--- config.mk ---
export PLATFORM = sky130hd
export DESIGN_NAME = card_spi_command_decoder
export DESIGN_NICKNAME = d
export VERILOG_FILES = /design/src/logic/crc7_unit.v /design/src/logic/card_spi_command_decoder.v
export VERILOG_INCLUDE_DIRS = /design/src /design/src/include
export SDC_FILE = /design/constraint.sdc
export NUM_CORES = 1
export LEC_CHECK = 0
export ABC_AREA = 1
export BUFFER_PORTS_ARGS = -buffer_cell sky130_fd_sc_hd__buf_2
export CAP_MARGIN = 10
export CELL_PAD_IN_SITES_DETAIL_PLACEMENT = 2
export CELL_PAD_IN_SITES_GLOBAL_PLACEMENT = 2
export CORE_MARGIN = 2
export CORE_UTILIZATION = 40
export DETAILED_ROUTE_END_ITERATION = 6
export PLACE_DENSITY_LB_ADDON = 0.15
export SLEW_MARGIN = 25
export SYNTH_ARGS = -nofsm -noshare
export SYNTH_HDL_FRONTEND = slang
export SYNTH_SLANG_ARGS = --single-unit
export TNS_END_PERCENT = 10
--- constraint.sdc ---
create_clock -name sys_clk -period 14.6 [get_ports sys_clk]
set_input_delay 1.46 -clock sys_clk [delete_from_list [all_inputs] [get_ports sys_clk]]
set_output_delay 1.46 -clock sys_clk [all_outputs]
set_load 0.02 [all_outputs]
--- src/include/card_cmd_defs_defs.vh ---
`ifndef CARD_CMD_DEFS_DEFS_VH
`define CARD_CMD_DEFS_DEFS_VH

// ==========================================================
// Frame layout
`define FRAME_BITS 48
`define FRAME_START_BIT 47
`define FRAME_TRANS_BIT 46
`define FRAME_IDX_HI 45
`define FRAME_IDX_LO 40
`define FRAME_ARG_HI 39
`define FRAME_ARG_LO 8
`define FRAME_CRC_HI 7
`define FRAME_CRC_LO 1
`define FRAME_END_BIT 0
`define CRC7_POLY 7'h09

// ==========================================================
// Command indices
`define IDX_RESET 6'h00
`define IDX_INIT_START 6'h01
`define IDX_SPEC_DATA 6'h09
`define IDX_IDENT 6'h0A
`define IDX_STOP 6'h0C
`define IDX_STATUS 6'h0D
`define IDX_BLOCK_LEN 6'h10
`define IDX_READ_SINGLE 6'h11
`define IDX_READ_MULTI 6'h12
`define IDX_BLOCK_COUNT 6'h17
`define IDX_LOCK 6'h2A
`define IDX_OP_COND_READ 6'h3A

// ==========================================================
// First response byte bit positions
`define R1_IDLE 0
`define R1_CRC_ERR 3
`define R1_ILLEGAL 2
`define R1_PARAM_ERR 6

// ==========================================================
// Response lengths in bits, one filler byte included
`define RESP_LEN_R1 6'd16
`define RESP_LEN_R2 6'd24
`define RESP_LEN_R3 6'd48
`define RESP_FILL 8'hFF

// ==========================================================
// Reset values and timing
`define BLOCK_LEN_RST 32'h00000200
`define CLK_MHZ 20
`define INIT_TIME_US 1000
`define LOCK_TIME_US 500

`endif

--- src/logic/crc7_unit.v ---
`timescale 1ns/100ps
`include "card_cmd_defs_defs.vh"

module crc7_unit #(
   parameter WIDTH = 40
) (
   input wire [WIDTH-1:0] data,
   output reg [6:0] crc
);

   integer i;
   reg fb;

   // ==========================================================
   // Serial CRC7 over the data, MSB first
   always @* begin
      crc = 7'h00;
      fb = 1'b0;
      for (i = WIDTH - 1; i >= 0; i = i - 1) begin
         fb = data[i] ^ crc[6];
         crc = {crc[5:0], 1'b0};
         if (fb) begin
            crc = crc ^ `CRC7_POLY;
         end
      end
   end

endmodule // crc7_unit

--- src/logic/card_spi_command_decoder.v ---
// Notes on behaviour
// - A command frame is exactly six bytes; decoding happens on 48 bits.
// - Frame bits arrive MSB first and are assembled in that order.
// - Start 0, transmission 1, index, argument, CRC7, end bit 1.
// - Every frame carries a CRC7 before the end bit; card checks it.
// - Index field holds the command number in plain binary.
// - Only supported low indices accepted; 2,3,4,7,11,15,20 rejected.
// - Reserved indices 5,6,8,14,19,21,22 never execute.
// - Index 0 resets, index 1 starts initialisation; both answer R1.
// - Index 9 requests card specific data, answers R1.
// - Index 10 requests card identification, answers R1.
// - Index 12 ends a multiple block read, answers R1.
// - Index 13 answers two-byte R2 with status.
// - Index 16 sets block length from the full argument, answers R1.
// - Index 17 reads one block at the argument address, answers R1.
// - Index 18 starts multiple block read until stop or count.
// - Index 23 count applies only if index 18 is the next accepted command.
// - Lock command answers R1 then busy.
// - R1b is R1 followed by busy until the operation completes.
// - Busy holds the serial output low, then releases it.
// - In idle only reset, initialisation and conditions read are accepted.
`timescale 1ns/100ps
`include "card_cmd_defs_defs.vh"

module card_spi_command_decoder #(
   parameter integer INIT_CYCLES = `INIT_TIME_US * `CLK_MHZ,
   parameter integer BUSY_CYCLES = `LOCK_TIME_US * `CLK_MHZ,
   parameter [31:0] DEFAULT_BLOCK_LEN = `BLOCK_LEN_RST,
   parameter [31:0] OP_COND_VALUE = 32'h00FF8000
) (
   input wire sys_clk,
   input wire nrst,
   input wire link_clk,
   input wire chip_sel_n,
   input wire serial_in_line,
   output reg serial_out_line,
   output reg serial_out_oe,
   output reg card_reset,
   output reg idle_state,
   output reg busy,
   output reg spec_data_read,
   output reg ident_read,
   output reg stop_read,
   output reg read_start,
   output reg read_multi,
   output reg read_counted,
   output reg [31:0] read_addr,
   output reg [31:0] block_len,
   output reg [15:0] block_count,
   output reg count_valid,
   output reg lock_start
);

   // ==========================================================
   // Reset release and input synchronisers
   reg rst_q1;
   reg rst_q2;
   reg [2:0] sync1;
   reg [2:0] sync2;
   reg sck_d;
   wire rst_n;
   wire sck_rise;
   wire sck_fall;
   wire sel;
   wire din;

   always @(posedge sys_clk or negedge nrst) begin
      if (!nrst) begin
         rst_q1 <= 1'b0;
         rst_q2 <= 1'b0;
      end else begin
         rst_q1 <= 1'b1;
         rst_q2 <= rst_q1;
      end
   end
   assign rst_n = rst_q2;

   always @(posedge sys_clk or negedge rst_n) begin
      if (!rst_n) begin
         sync1 <= 3'h3;
         sync2 <= 3'h3;
         sck_d <= 1'b0;
      end else begin
         sync1 <= {link_clk, chip_sel_n, serial_in_line};
         sync2 <= sync1;
         sck_d <= sync2[2];
      end
   end
   assign sck_rise = sync2[2] & ~sck_d;
   assign sck_fall = ~sync2[2] & sck_d;
   assign sel = ~sync2[1];
   assign din = sync2[0];

   // ==========================================================
   // Frame capture
   reg [47:0] frame;
   reg [5:0] rx_cnt;
   reg frame_ready;
   reg tx_active;
   wire [6:0] crc_calc;

   always @(posedge sys_clk or negedge rst_n) begin
      if (!rst_n) begin
         frame <= 48'hFFFFFFFFFFFF;
         rx_cnt <= 6'd0;
         frame_ready <= 1'b0;
      end else begin
         frame_ready <= 1'b0;
         if (!sel) begin
            frame <= 48'hFFFFFFFFFFFF;
            rx_cnt <= 6'd0;
         end else if (sck_rise && !tx_active && !frame_ready) begin
            frame <= {frame[46:0], din};
            if (rx_cnt == 6'd0) begin
               if (!frame[0] && din) begin
                  rx_cnt <= 6'd2;
               end
            end else if (rx_cnt == 6'd47) begin
               rx_cnt <= 6'd0;
               frame_ready <= 1'b1;
            end else begin
               rx_cnt <= rx_cnt + 6'd1;
            end
         end
      end
   end

   crc7_unit #(
      .WIDTH(40)
   ) u_crc (
      .data(frame[`FRAME_START_BIT:`FRAME_ARG_LO]),
      .crc(crc_calc)
   );

   // ==========================================================
   // Command decode
   wire [5:0] cmd_idx = frame[`FRAME_IDX_HI:`FRAME_IDX_LO];
   wire [31:0] cmd_arg = frame[`FRAME_ARG_HI:`FRAME_ARG_LO];
   reg supported;
   reg crc_err;
   reg illegal;
   reg param_err;
   reg accept;
   reg [7:0] r1;
   reg [5:0] next_tx_len;
   reg [39:0] next_tx_ext;

   always @* begin
      case (cmd_idx)
         `IDX_RESET, `IDX_INIT_START, `IDX_SPEC_DATA, `IDX_IDENT,
         `IDX_STOP, `IDX_STATUS, `IDX_BLOCK_LEN, `IDX_READ_SINGLE,
         `IDX_READ_MULTI, `IDX_BLOCK_COUNT, `IDX_LOCK,
         `IDX_OP_COND_READ: supported = 1'b1;
         default: supported = 1'b0;
      endcase
      crc_err = (crc_calc != frame[`FRAME_CRC_HI:`FRAME_CRC_LO])
         | ~frame[`FRAME_END_BIT] | frame[`FRAME_START_BIT]
         | ~frame[`FRAME_TRANS_BIT];
      illegal = ~supported | busy
         | (idle_state && cmd_idx != `IDX_RESET
            && cmd_idx != `IDX_INIT_START
            && cmd_idx != `IDX_OP_COND_READ);
      param_err = (cmd_idx == `IDX_BLOCK_COUNT)
         && (cmd_arg[31:16] != 16'h0000);
      accept = ~crc_err & ~illegal & ~param_err;
      r1 = 8'h00;
      r1[`R1_IDLE] = idle_state | (accept && cmd_idx == `IDX_RESET);
      r1[`R1_CRC_ERR] = crc_err;
      r1[`R1_ILLEGAL] = illegal & ~crc_err;
      r1[`R1_PARAM_ERR] = param_err & ~crc_err & ~illegal;
      next_tx_len = `RESP_LEN_R1;
      next_tx_ext = {r1, 32'h00000000};
      if (!crc_err && !illegal && cmd_idx == `IDX_STATUS) begin
         next_tx_len = `RESP_LEN_R2;
         next_tx_ext = {r1, 7'h00, busy, 24'h000000};
      end else if (!crc_err && !illegal && cmd_idx == `IDX_OP_COND_READ) begin
         next_tx_len = `RESP_LEN_R3;
         next_tx_ext = {r1, OP_COND_VALUE};
      end
   end

   // ==========================================================
   // Response shifter, busy and command effects
   reg [47:0] tx_sr;
   reg [5:0] tx_len;
   reg [5:0] tx_cnt;
   reg busy_pending;
   reg init_run;
   reg [31:0] init_cnt;
   reg [31:0] busy_cnt;

   always @(posedge sys_clk or negedge rst_n) begin
      if (!rst_n) begin
         tx_sr <= 48'hFFFFFFFFFFFF;
         tx_len <= 6'd0;
         tx_cnt <= 6'd0;
         tx_active <= 1'b0;
         busy_pending <= 1'b0;
         busy <= 1'b0;
         busy_cnt <= 32'h00000000;
         init_run <= 1'b0;
         init_cnt <= 32'h00000000;
         idle_state <= 1'b1;
         card_reset <= 1'b0;
         spec_data_read <= 1'b0;
         ident_read <= 1'b0;
         stop_read <= 1'b0;
         read_start <= 1'b0;
         read_multi <= 1'b0;
         read_counted <= 1'b0;
         read_addr <= 32'h00000000;
         block_len <= DEFAULT_BLOCK_LEN;
         block_count <= 16'h0000;
         count_valid <= 1'b0;
         lock_start <= 1'b0;
         serial_out_line <= 1'b1;
         serial_out_oe <= 1'b0;
      end else begin
         card_reset <= 1'b0;
         spec_data_read <= 1'b0;
         ident_read <= 1'b0;
         stop_read <= 1'b0;
         read_start <= 1'b0;
         lock_start <= 1'b0;
         if (init_run) begin
            if (init_cnt == INIT_CYCLES - 1) begin
               init_run <= 1'b0;
               idle_state <= 1'b0;
            end else begin
               init_cnt <= init_cnt + 32'h00000001;
            end
         end
         if (busy) begin
            if (busy_cnt == BUSY_CYCLES - 1) begin
               busy <= 1'b0;
            end else begin
               busy_cnt <= busy_cnt + 32'h00000001;
            end
         end
         if (!sel) begin
            tx_active <= 1'b0;
         end else if (tx_active && sck_fall) begin
            tx_sr <= {tx_sr[46:0], 1'b1};
            if (tx_cnt == tx_len - 6'd1) begin
               tx_active <= 1'b0;
            end else begin
               tx_cnt <= tx_cnt + 6'd1;
            end
         end
         if (busy_pending && !tx_active) begin
            busy_pending <= 1'b0;
            busy <= 1'b1;
            busy_cnt <= 32'h00000000;
         end
         if (frame_ready) begin
            tx_sr <= {`RESP_FILL, next_tx_ext};
            tx_len <= next_tx_len;
            tx_cnt <= 6'd0;
            // No response while busy, line held low
            tx_active <= ~busy;
            if (accept) begin
               if (cmd_idx != `IDX_BLOCK_COUNT) begin
                  count_valid <= 1'b0;
               end
               case (cmd_idx)
                  `IDX_RESET: begin
                     card_reset <= 1'b1;
                     idle_state <= 1'b1;
                     init_run <= 1'b0;
                  end
                  `IDX_INIT_START: begin
                     if (idle_state && !init_run) begin
                        init_run <= 1'b1;
                        init_cnt <= 32'h00000000;
                     end
                  end
                  `IDX_SPEC_DATA: spec_data_read <= 1'b1;
                  `IDX_IDENT: ident_read <= 1'b1;
                  `IDX_STOP: stop_read <= 1'b1;
                  `IDX_BLOCK_LEN: block_len <= cmd_arg;
                  `IDX_READ_SINGLE: begin
                     read_start <= 1'b1;
                     read_multi <= 1'b0;
                     read_counted <= 1'b0;
                     read_addr <= cmd_arg;
                  end
                  `IDX_READ_MULTI: begin
                     read_start <= 1'b1;
                     read_multi <= 1'b1;
                     read_counted <= count_valid;
                     read_addr <= cmd_arg;
                  end
                  `IDX_BLOCK_COUNT: begin
                     block_count <= cmd_arg[15:0];
                     count_valid <= 1'b1;
                  end
                  `IDX_LOCK: begin
                     lock_start <= 1'b1;
                     busy_pending <= 1'b1;
                  end
                  default: begin
                  end
               endcase
            end
         end
         serial_out_oe <= sel;
         if (tx_active) begin
            serial_out_line <= tx_sr[47];
         end else begin
            serial_out_line <= ~(busy | busy_pending);
         end
      end
   end

endmodule // card_spi_command_decoder

# Word level (Yosys, flattened, before mapping)
# Cells that the tools add are included.
# word_totals
reg_bits	284
out_inout_bits	93
# classes
n_addsub	5
n_mux	117
n_eq_ne	23
n_reduce_logical	43
n_bitwise	103
# ops
op	count
$mux W32	9
$mux W48	5
$mux W4	40
$not A2 Y2	39
$mux W6	11
$add A32 B1 Y32 const B	2
$mux W1	47
$xor A1 B1 Y1	36
$eq A32 B14 Y1 const B	1
$eq A32 B15 Y1 const B	1
$mux W25	1
$eq A6 B4 Y1 const B	4
$eq A6 B5 Y1 const B	4
$mux W24	1
$eq A6 B6 Y1 const B	3
$reduce_and A3 Y1	6
$reduce_bool A16 Y1	1
$logic_and A1 B1 Y1	14
$add A6 B1 Y6 const B	2
$logic_not A6 Y1	2
$reduce_or A12 Y1	1
$not A1 Y1	11
$reduce_bool A2 Y1	5
$reduce_and A2 Y1	4
other kinds (18)	41

# Depth between registers and ports, before layout
# Gate-level depths: netlist of the first run.
# logic_depth
depth_word	89
mapped_depth	35

# Cells and area by module
# From an unflattened synthesis of the first run, not the netlist that was laid out.
# unflattened
hier_cells	1838
area_unflattened_um2	14580.2
# modules_own_cells
mod	area_each_um2	cells_per_inst	instances
card_spi_command_decoder	13048.8	1524	1
crc7_unit	1531.5	314	1

# Worst setup path after synthesis of the first run
# OpenSTA, ideal clock, no wires.
# synth_path
path_kind	reg2reg
startpoint	reg frame[44]
endpoint	reg block_count[10]
period_less_slack_ns	3.268
setup_time_ns	0.119
path_stages_with_launch	31
arrival_time_ns	3.150
required_ns	14.481
slack_ns	11.332
path_cell_list	dfstp_2 buf_4 clkinv_2 nand2_2 nand2_2 nand3_1 nand2_1 nand2_1 nand2_1 nand3b_1 nand2_2 nand3_1 nand2_2 nand3_1 nand2_2 nand3_2 nand2_1 nand2_1 nand2_1 nand2_1 nand2_1 inv_2 nor2_2 inv_1 nand2_1 nand2_1 nor2_8 nand4_4 buf_2 nand2_1 nand2_1
# synth_between
elab_chain_cells	41
word_cells_on_any_way	124
classes_between	14 x eq/ne; 38 x mux; 64 x bitwise; 8 x reduce/logical
# synth_lines
element	line_no	source
start: declaration	card_spi_command_decoder.v:96	reg [47:0] frame;
start signal: assignment	card_spi_command_decoder.v:113	frame <= {frame[46:0], din};
$xor A1 B1 Y1	crc7_unit.v:20	fb = data[i] ^ crc[6];
$mux W4 (3 in series)	crc7_unit.v:22	if (fb) begin
$not A2 Y2 (no line)	-	
$mux W4	crc7_unit.v:22	
$xor A1 B1 Y1	crc7_unit.v:20	
$mux W4 (3 in series)	crc7_unit.v:22	
$not A2 Y2 (no line)	-	
$mux W4	crc7_unit.v:22	
[... 17 more ...]	-	
$mux W4	crc7_unit.v:22	
$xor A1 B1 Y1	crc7_unit.v:20	
$mux W4 (2 in series)	crc7_unit.v:22	
$ne A7 B7 Y1	card_spi_command_decoder.v:156	crc_err = (crc_calc != frame[`FRAME_CRC_HI:`FRAME_CRC_LO])
$or A1 B1 Y1 (3 in series)	card_spi_command_decoder.v:156	
$not A1 Y1	card_spi_command_decoder.v:165	accept = ~crc_err & ~illegal & ~param_err;
$and A1 B1 Y1 (2 in series)	card_spi_command_decoder.v:165	
$reduce_and A3 Y1 (no line) (*)	-	
end signal: assignment	card_spi_command_decoder.v:294	block_count <= cmd_arg[15:0];
end: declaration	card_spi_command_decoder.v:49	output reg [15:0] block_count,
# Mark *: on every way between the ends. The rest lies on a longest branch, timed or not.
# A chain may end at the register's enable or synchronous reset.

# Worst setup path after layout of the first run
# layout_path
startpoint	reg frame[44]
endpoint	reg block_len[23]
# layout_between
elab_chain_cells	41
word_cells_on_any_way	124
classes_between	14 x eq/ne; 38 x mux; 64 x bitwise; 8 x reduce/logical
# layout_lines
element	line_no	source
$xor A1 B1 Y1	crc7_unit.v:20	
$mux W4 (3 in series)	crc7_unit.v:22	
$not A2 Y2 (no line)	-	
$mux W4	crc7_unit.v:22	
$xor A1 B1 Y1	crc7_unit.v:20	
$mux W4 (3 in series)	crc7_unit.v:22	
$not A2 Y2 (no line)	-	
$mux W4	crc7_unit.v:22	
[... 17 more ...]	-	
$mux W4	crc7_unit.v:22	
$xor A1 B1 Y1	crc7_unit.v:20	
$mux W4 (2 in series)	crc7_unit.v:22	
$ne A7 B7 Y1	card_spi_command_decoder.v:156	
$or A1 B1 Y1 (3 in series)	card_spi_command_decoder.v:156	
$not A1 Y1	card_spi_command_decoder.v:165	
$and A1 B1 Y1 (2 in series)	card_spi_command_decoder.v:165	
$reduce_and A3 Y1 (no line) (*)	-	
end signal: assignment	card_spi_command_decoder.v:280	`IDX_BLOCK_LEN: block_len <= cmd_arg;
end: declaration	card_spi_command_decoder.v:48	output reg [31:0] block_len,
# Marks and branches as above.

==> metrics, run 1 <==
CP endpoint kind=register; Clk Latency, worst-skew pair=approximately 510 ps; routed wire length=approximately 45,000 um; post-synthesis async set-or-reset flop share=100%; Seq pwr share=47.5%; mapped cell area=13,800 um2; Pins Over Slew Limit=0; post-DP HPWL=just over 30,000 um; Initial Util=between 40% and 50%; postcts setup bufs=0; Startpoint Class=register; FMAX=~220 MHz; NetSw=370 uW; fin nets=around 1,800; minimum clock period=~4500 ps; GP Congestion=roughly 0.84; commonest non-fill, non-tap cell in the layout=nand2_1; ys flop type=dfrtp_1; Relative slew margins=about a third; Final period util=a little under a third; Max Cap Viol=0; die width=between 150 and 200 um; total negative slack=0 ps; Yosys reg bits=281; Worst Hold Depth=0; Reg2Reg Depth=26; hold_buf cts=0; CP required=~15,000 ps; Sw Ratio=roughly 22%; I/O Buffers=97; DRC violations left=0; RSZ-0062 raised after global routing=false; Post-Syn Instances=roughly 1,700; largest net degree at the start of global routing=~160; CTS tree=built; total vias in the final route=approximately 12,000; overflow left after global routing=0; Hold Path Class=register to register; Via density=roughly 5.5; Root Buffer Master=clkbuf_16; initial antenna violation count=0; CTS Buf Count=35; Int Pwr=between 1 and 1.5 mW; vias in the first global route=approximately 14,000; die area=around 36,000 um2; post-synthesis cell type count=48; number of synthesized flops with an enable pin=0; Yosys warning total=0; Clock Tree Buf Depth=3; status=finished clean; clock slew at the register clock pins of the worst setup and hold paths=around 60 ps; PD cells=between 100 and 150 nW/um2; Initial DRC Count=a little under 600; DRT Pass-1 Iters=5; register area share after synthesis=a little over 50%; peak supply drop=~0.087 mV; # IOs=between 90 and 100; Clock power frac=~50%; area growth from synthesis to layout=14.8%; row cnt=roughly 70; Crit Path Max Fanout=32; number of inserted diodes=0; Die Y=between 150 and 200 um; routed len/inst=20.1 um; Worst-Margin Slew=approximately 1000 ps; layout cells sized above 1=a little under a fifth; Worst Skew=9.93 ps; Syn Nets=about 1,700; area of the core=34,300 um2; synthesized area per cell=between 8 and 9 um2; Comb pwr share=under 10%; ANT nets after route=0; WP data arrival=about 5000 ps; commonest non-fill, non-tap cells in the layout=nand2_1 (455), inv_1 (195), dfrtp_1 (177); Sink Count=281; Setup-failing EPs final=0; H-Tree Depth=2; # fillers=between 3,000 and 4,000; first-pass GRT wire length=73,300 um; Hold Vio Cnt, Final=0; Overall Power=around 1.7 mW; post-cts resize count=0; critical path class=register to register; leakage power=between 7 and 8 nW; GRT Overall Usage=25.3%
state kept, by name, indices dropped and copies added, names as in the netlist, 3 cells and up:
name / flops
sync2: 3
block_count: 16
tx_len: 3
rx_cnt: 6
busy_cnt: 32
block_len: 32
tx_cnt: 6
frame: 48
tx_sr: 48
init_cnt: 32
read_addr: 32
sync1: 3
worst paths after layout:
| check | start | to | slack [ps] |
|---|---|---|---|
| hold reg to reg | sync1[0] | sync2[0] | 350 |
| setup / recovery | frame[44] | block_len[23] | 10090 |
| max in group asynchronous | rst_n | read_addr[16] | 12830 |
| min in group asynchronous | rst_n | rx_cnt[3] | 390 |
| hold / removal | sync1[0] | sync2[0] | 350 |
| setup reg to reg | frame[44] | block_len[23] | 10090 |
Yosys cell counts, drive strengths merged, types with 26 or more instances:
master / number / area, um2
inv: 214 / 806
dfrtp: 178 / 4450
nor3: 35 / 175
o21ai: 40 / 204
a22oi: 58 / 435
dfstp: 103 / 2710
clkbuf: 40 / 150
o22ai: 26 / 163
nand3: 118 / 626
nand4: 106 / 721
a21oi: 45 / 229
nor2: 118 / 498
nand2: 474 / 1830
power groups by stage:
stage	logic (mW)	registers (mW)	clock network [mW]
6_report	0.0427	0.792	0.832
5_1_grt	0.0486	0.792	0.882
3_5_place_dp	0.0426	0.804	0
3_3_place_gp	0.0386	0.804	0
4_1_cts	0.0439	0.792	0.852
2_1_floorplan	0.0190	0.811	0
through the flow:
stage	hold WS [ps]	cell area (um2)	setup WS (ps)	util, %	std cells
finish	348	15900	10090	46.3	2230
CTS	351	15900	9850	46.3	2229
floorplan	331	13800	6370	-	1667
global route	354	15900	9630	46.3	2230
detailed placement	337	14800	9900	43.1	2166
global placement	332	14700	10010	42.9	2164
logic make-up (layout without fill, tap and decap cells):
logic type / after synthesis / after routing / share of synthesized area, %
AO/OA/AOI/OAI: 183 / 183 / 8.24
adder cells (fa/ha/maj): 6 / 6 / 0.542
XOR/XNOR: 32 / 32 / 2.03
buffers and inverters: 281 / 389 / 8.09
flip-flops: 281 / 281 / 51.7
other: 1 / 1 / 0.0271
AND/OR/NAND/NOR: 883 / 883 / 29.3
layer usage:
| layer | up-vias | wire (um) | global-route usage, % |
|---|---|---|---|
| met1 | 6347 | 19900 | 33.2 |
| li1 | 5663 | - | - |
| met5 | - | 0 | 0 |
| met4 | 0 | 841 | 5.96 |
| met2 | 159 | 22900 | 44.8 |
| met3 | 57 | 1190 | 2.79 |
worst max-delay path, stage by stage (launching register included):
cell	delay (ps)
dfstp_2	640
clkinv_2	140
nand2_2	120
nand2_2	70
nand3_1	90
nand2_1	100
nand2_1	70
nand2_1	90
nand3b_1	220
nand2_2	140
nand3_1	130
nand2_2	120
nand3_1	190
nand3_1	230
nand2_1	110
nand2_2	110
nand2_1	100
nand2_2	130
nand2_2	90
nand2_1	120
nand2_1	90
nand2_1	90
nand2_2	90
nor2_8	210
nand4_4	540
nand2_1	260
nand2_1	100
cell type report:
class	count	area, um2	area share (%)
Timing Repair Buffer	108	633	3.98
Clock inverter	3	17.5	0.110
Inverter	218	822	5.17
Tap cell	455	569	3.58
Sequential cell	281	7160	45.1
Clock buffer	60	1080	6.81
Multi-Input combinational cell	1105	5600	35.3
Note: power is estimated with default switching activity, not from simulation.
==> inputs of run 2 (changes only) <==
- CORE_UTILIZATION: 40 -> 37
- clock period: 14.6 -> 4.53 ns (I/O delays scaled with it)
==> run 2 against run 1 <==
  * Combinational power grew to 3.1 times the previous value
  * Power grew to 3.3 times the previous value
  * Utilization shrank 2.3 points
  * Wire length shrank 2.1%
  * Worst setup slack lost 9700 ps
  * Clock power grew to 3.4 times the previous value
  * Register-to-register slack lost 9700 ps
  * Sequential share of layout area shrank 0.76 points
  * Hold slack lost 320 ps
  * Die area grew 7.9%
  * Critical endpoint is now read_addr[20]
  * Highest routed layer unchanged
==> metrics, run 2 (synthesis gave the netlist of run 1 again) <==
Setup-failing EPs final=0 (unchanged); CTS Buf Count=35 (unchanged); H-Tree Depth=2 (unchanged); ANT nets after route=0 (unchanged); Die Y=197 um (+3.9%); GP Congestion=0.789 (-5.9%); Crit Path Max Fanout=29 (-9.4%); post-DP HPWL=30,200 um (-2.0%); number of inserted diodes=0 (unchanged); CP max-delay cell=dfstp_2; leakage power=8.11 nW (+1.6%); vias in the first global route=13,400 (-1.3%); DRT Pass-1 Iters=5 (unchanged); DRC violations left=0 (unchanged); FMAX=241 MHz (+8.7%); area of the core=36,700 um2 (+7.0%); Startpoint Class=register; Pins Over Slew Limit=0 (unchanged); crit path launch=frame[40]; commonest non-fill, non-tap cell in the layout=nand2_1; total vias in the final route=12,100 (-0.65%); Sink Count=281 (unchanged); peak supply drop=0.214 mV (+150%); Hold Slack=31.5 ps (-317 ps); R2R Path Start=frame[40]; Initial DRC Count=473 (-20%); global-route track usage on met3=3.31% (+0.53 points); row cnt=70 (+2.9%); critical path class=register to register; Hold Path Class=input port to register; reg2reg setup slack=380 ps (-9710 ps); Relative slew margins=43.5% (+9.3 points); Final period util=91.6% (+61 points); CP max stage delay=620 ps (-20 ps); WP data arrival=4610 ps (-290 ps); GRT met2 Usage=40.9% (-3.8 points); layout cells sized above 1=19.4% (+1.1 points); CP required=4990 ps (-9990 ps); PD cells=342 nW/um2 (+230%); Via density=5.38 (-1.8%); Initial Util=37.7% (-2.7 points); routed wire length=43,900 um (-2.1%); r2r endpoint=read_addr[20]; CP dominant cell by count=nand2_1; Finished Layout Cells=2,257 (+1.2%); Clock Tree Buf Depth=3 (unchanged); Root Buffer Master=clkbuf_16; biggest regs=frame (48), tx_sr (48); minimum clock period=4150 ps (-362 ps); Hold Vio Cnt, Final=0 (unchanged); first-pass GRT wire length=72,100 um (-1.7%); # IOs=98 (unchanged); overflow left after global routing=0 (unchanged); Worst Setup EP=read_addr[20]; commonest non-fill, non-tap cells in the layout=nand2_1 (454), inv_1 (195), dfrtp_1 (177); area growth from synthesis to layout=16.8%; CTS tree=built; Cells after DPL=2,187 (+0.97%); fin nets=1,774 (+0.80%); Clk Latency, worst-skew pair=530 ps (+20 ps); GRT Overall Usage=23.1% (-2.2 points); CP endpoint kind=register; Worst-Margin Slew=840 ps (-138 ps); Max Cap Viol=0 (unchanged); busiest grt layer=met2; initial antenna violation count=0 (unchanged); largest net degree at the start of global routing=118 (-25%); GR Util met1=30.2% (-3.0 points); die width=197 um (+3.9%); die area=39,000 um2 (+7.9%); I/O Buffers=97 (unchanged); Reg2Reg Depth=30 (+15%); Worst Skew=18.5 ps (+8.62 ps); clock slew at the register clock pins of the worst setup and hold paths=60 ps (about the same); status=finished clean; routed len/inst=19.4 um (-3.3%); Overall Power=5.53 mW (+230%)
run 2: cell count changes in the layout (fill, tap and decap cells not counted), sizes merged:
cell | previous run | this run
dlygate4sd3 | 0 | 2
inv | 215 | 216
clkinv | 5 | 8
bufinv | 0 | 2
buf | 108 | 119
clkbuf | 60 | 55
run 2: worst max-delay path: cells and delay by family, from the launching register on:
| family | cells | cell delay, ps |
|---|---|---|
| simple gates | 25 | 2910 |
| flops | 1 | 620 |
| buf+inv | 5 | 510 |
run 2: repair_timing:
| item | 4_1_cts | 5_1_grt |
|---|---|---|
| setup buffers | 0 | 4 |
| gates resized for setup | 0 | 10 |
| setup endpoints to repair | 0 | 121 |
| hold endpoints to repair | 3 | 0 |
| hold buffers | 2 | 0 |
run 2: area by class of cell:
cell class | instances | area (um2)
Clock buffer | 54 | 1070
Fill cell | 4118 | 20500
Sequential cell | 281 | 7160
Multi-Input combinational cell | 1105 | 5610
Clock inverter | 9 | 105
Tap cell | 468 | 586
Timing Repair Buffer | 122 | 802
Inverter | 218 | 822
run 2: per-layer routing:
layer | vias up | wire (um)
li1 | 5697 | -
met1 | 6271 | 19800
met2 | 141 | 22300
met3 | 37 | 1260
met4 | 0 | 494
met5 | - | 0
run 2: power breakdown:
| group | internal, mW | switching, mW |
|---|---|---|
| Clock | 1.74 | 1.10 |
| Combinational | 0.0312 | 0.102 |
| Sequential | 2.53 | 0.0156 |
| Total | 4.31 | 1.22 |
run 2: worst min path at each step:
stage                         from       end  slack, ps  cells after the start
after floorplan               nrst     rst_n        160                      0
after global placement        nrst    rst_q1        240                      1
after detailed placement      nrst     rst_n        240                      1
after CTS                 link_clk  sync1[2]          6                      1
after global routing      link_clk  sync1[2]          7                      1
final                     link_clk  sync1[2]         30                      1
run 2: through the flow:
stage / area, um2 / util (%) / setup TNS [ps] / setup WS (ps)
2_1_floorplan: 13800 / - / 0 / 23.1
3_3_place_gp: 14800 / 40.4 / 0 / 512
3_5_place_dp: 14900 / 40.5 / 0 / 358
4_1_cts: 16100 / 43.7 / 0 / 273
5_1_grt: 16200 / 44.0 / -405 / -46.6
6_report: 16200 / 44.0 / 0 / 380
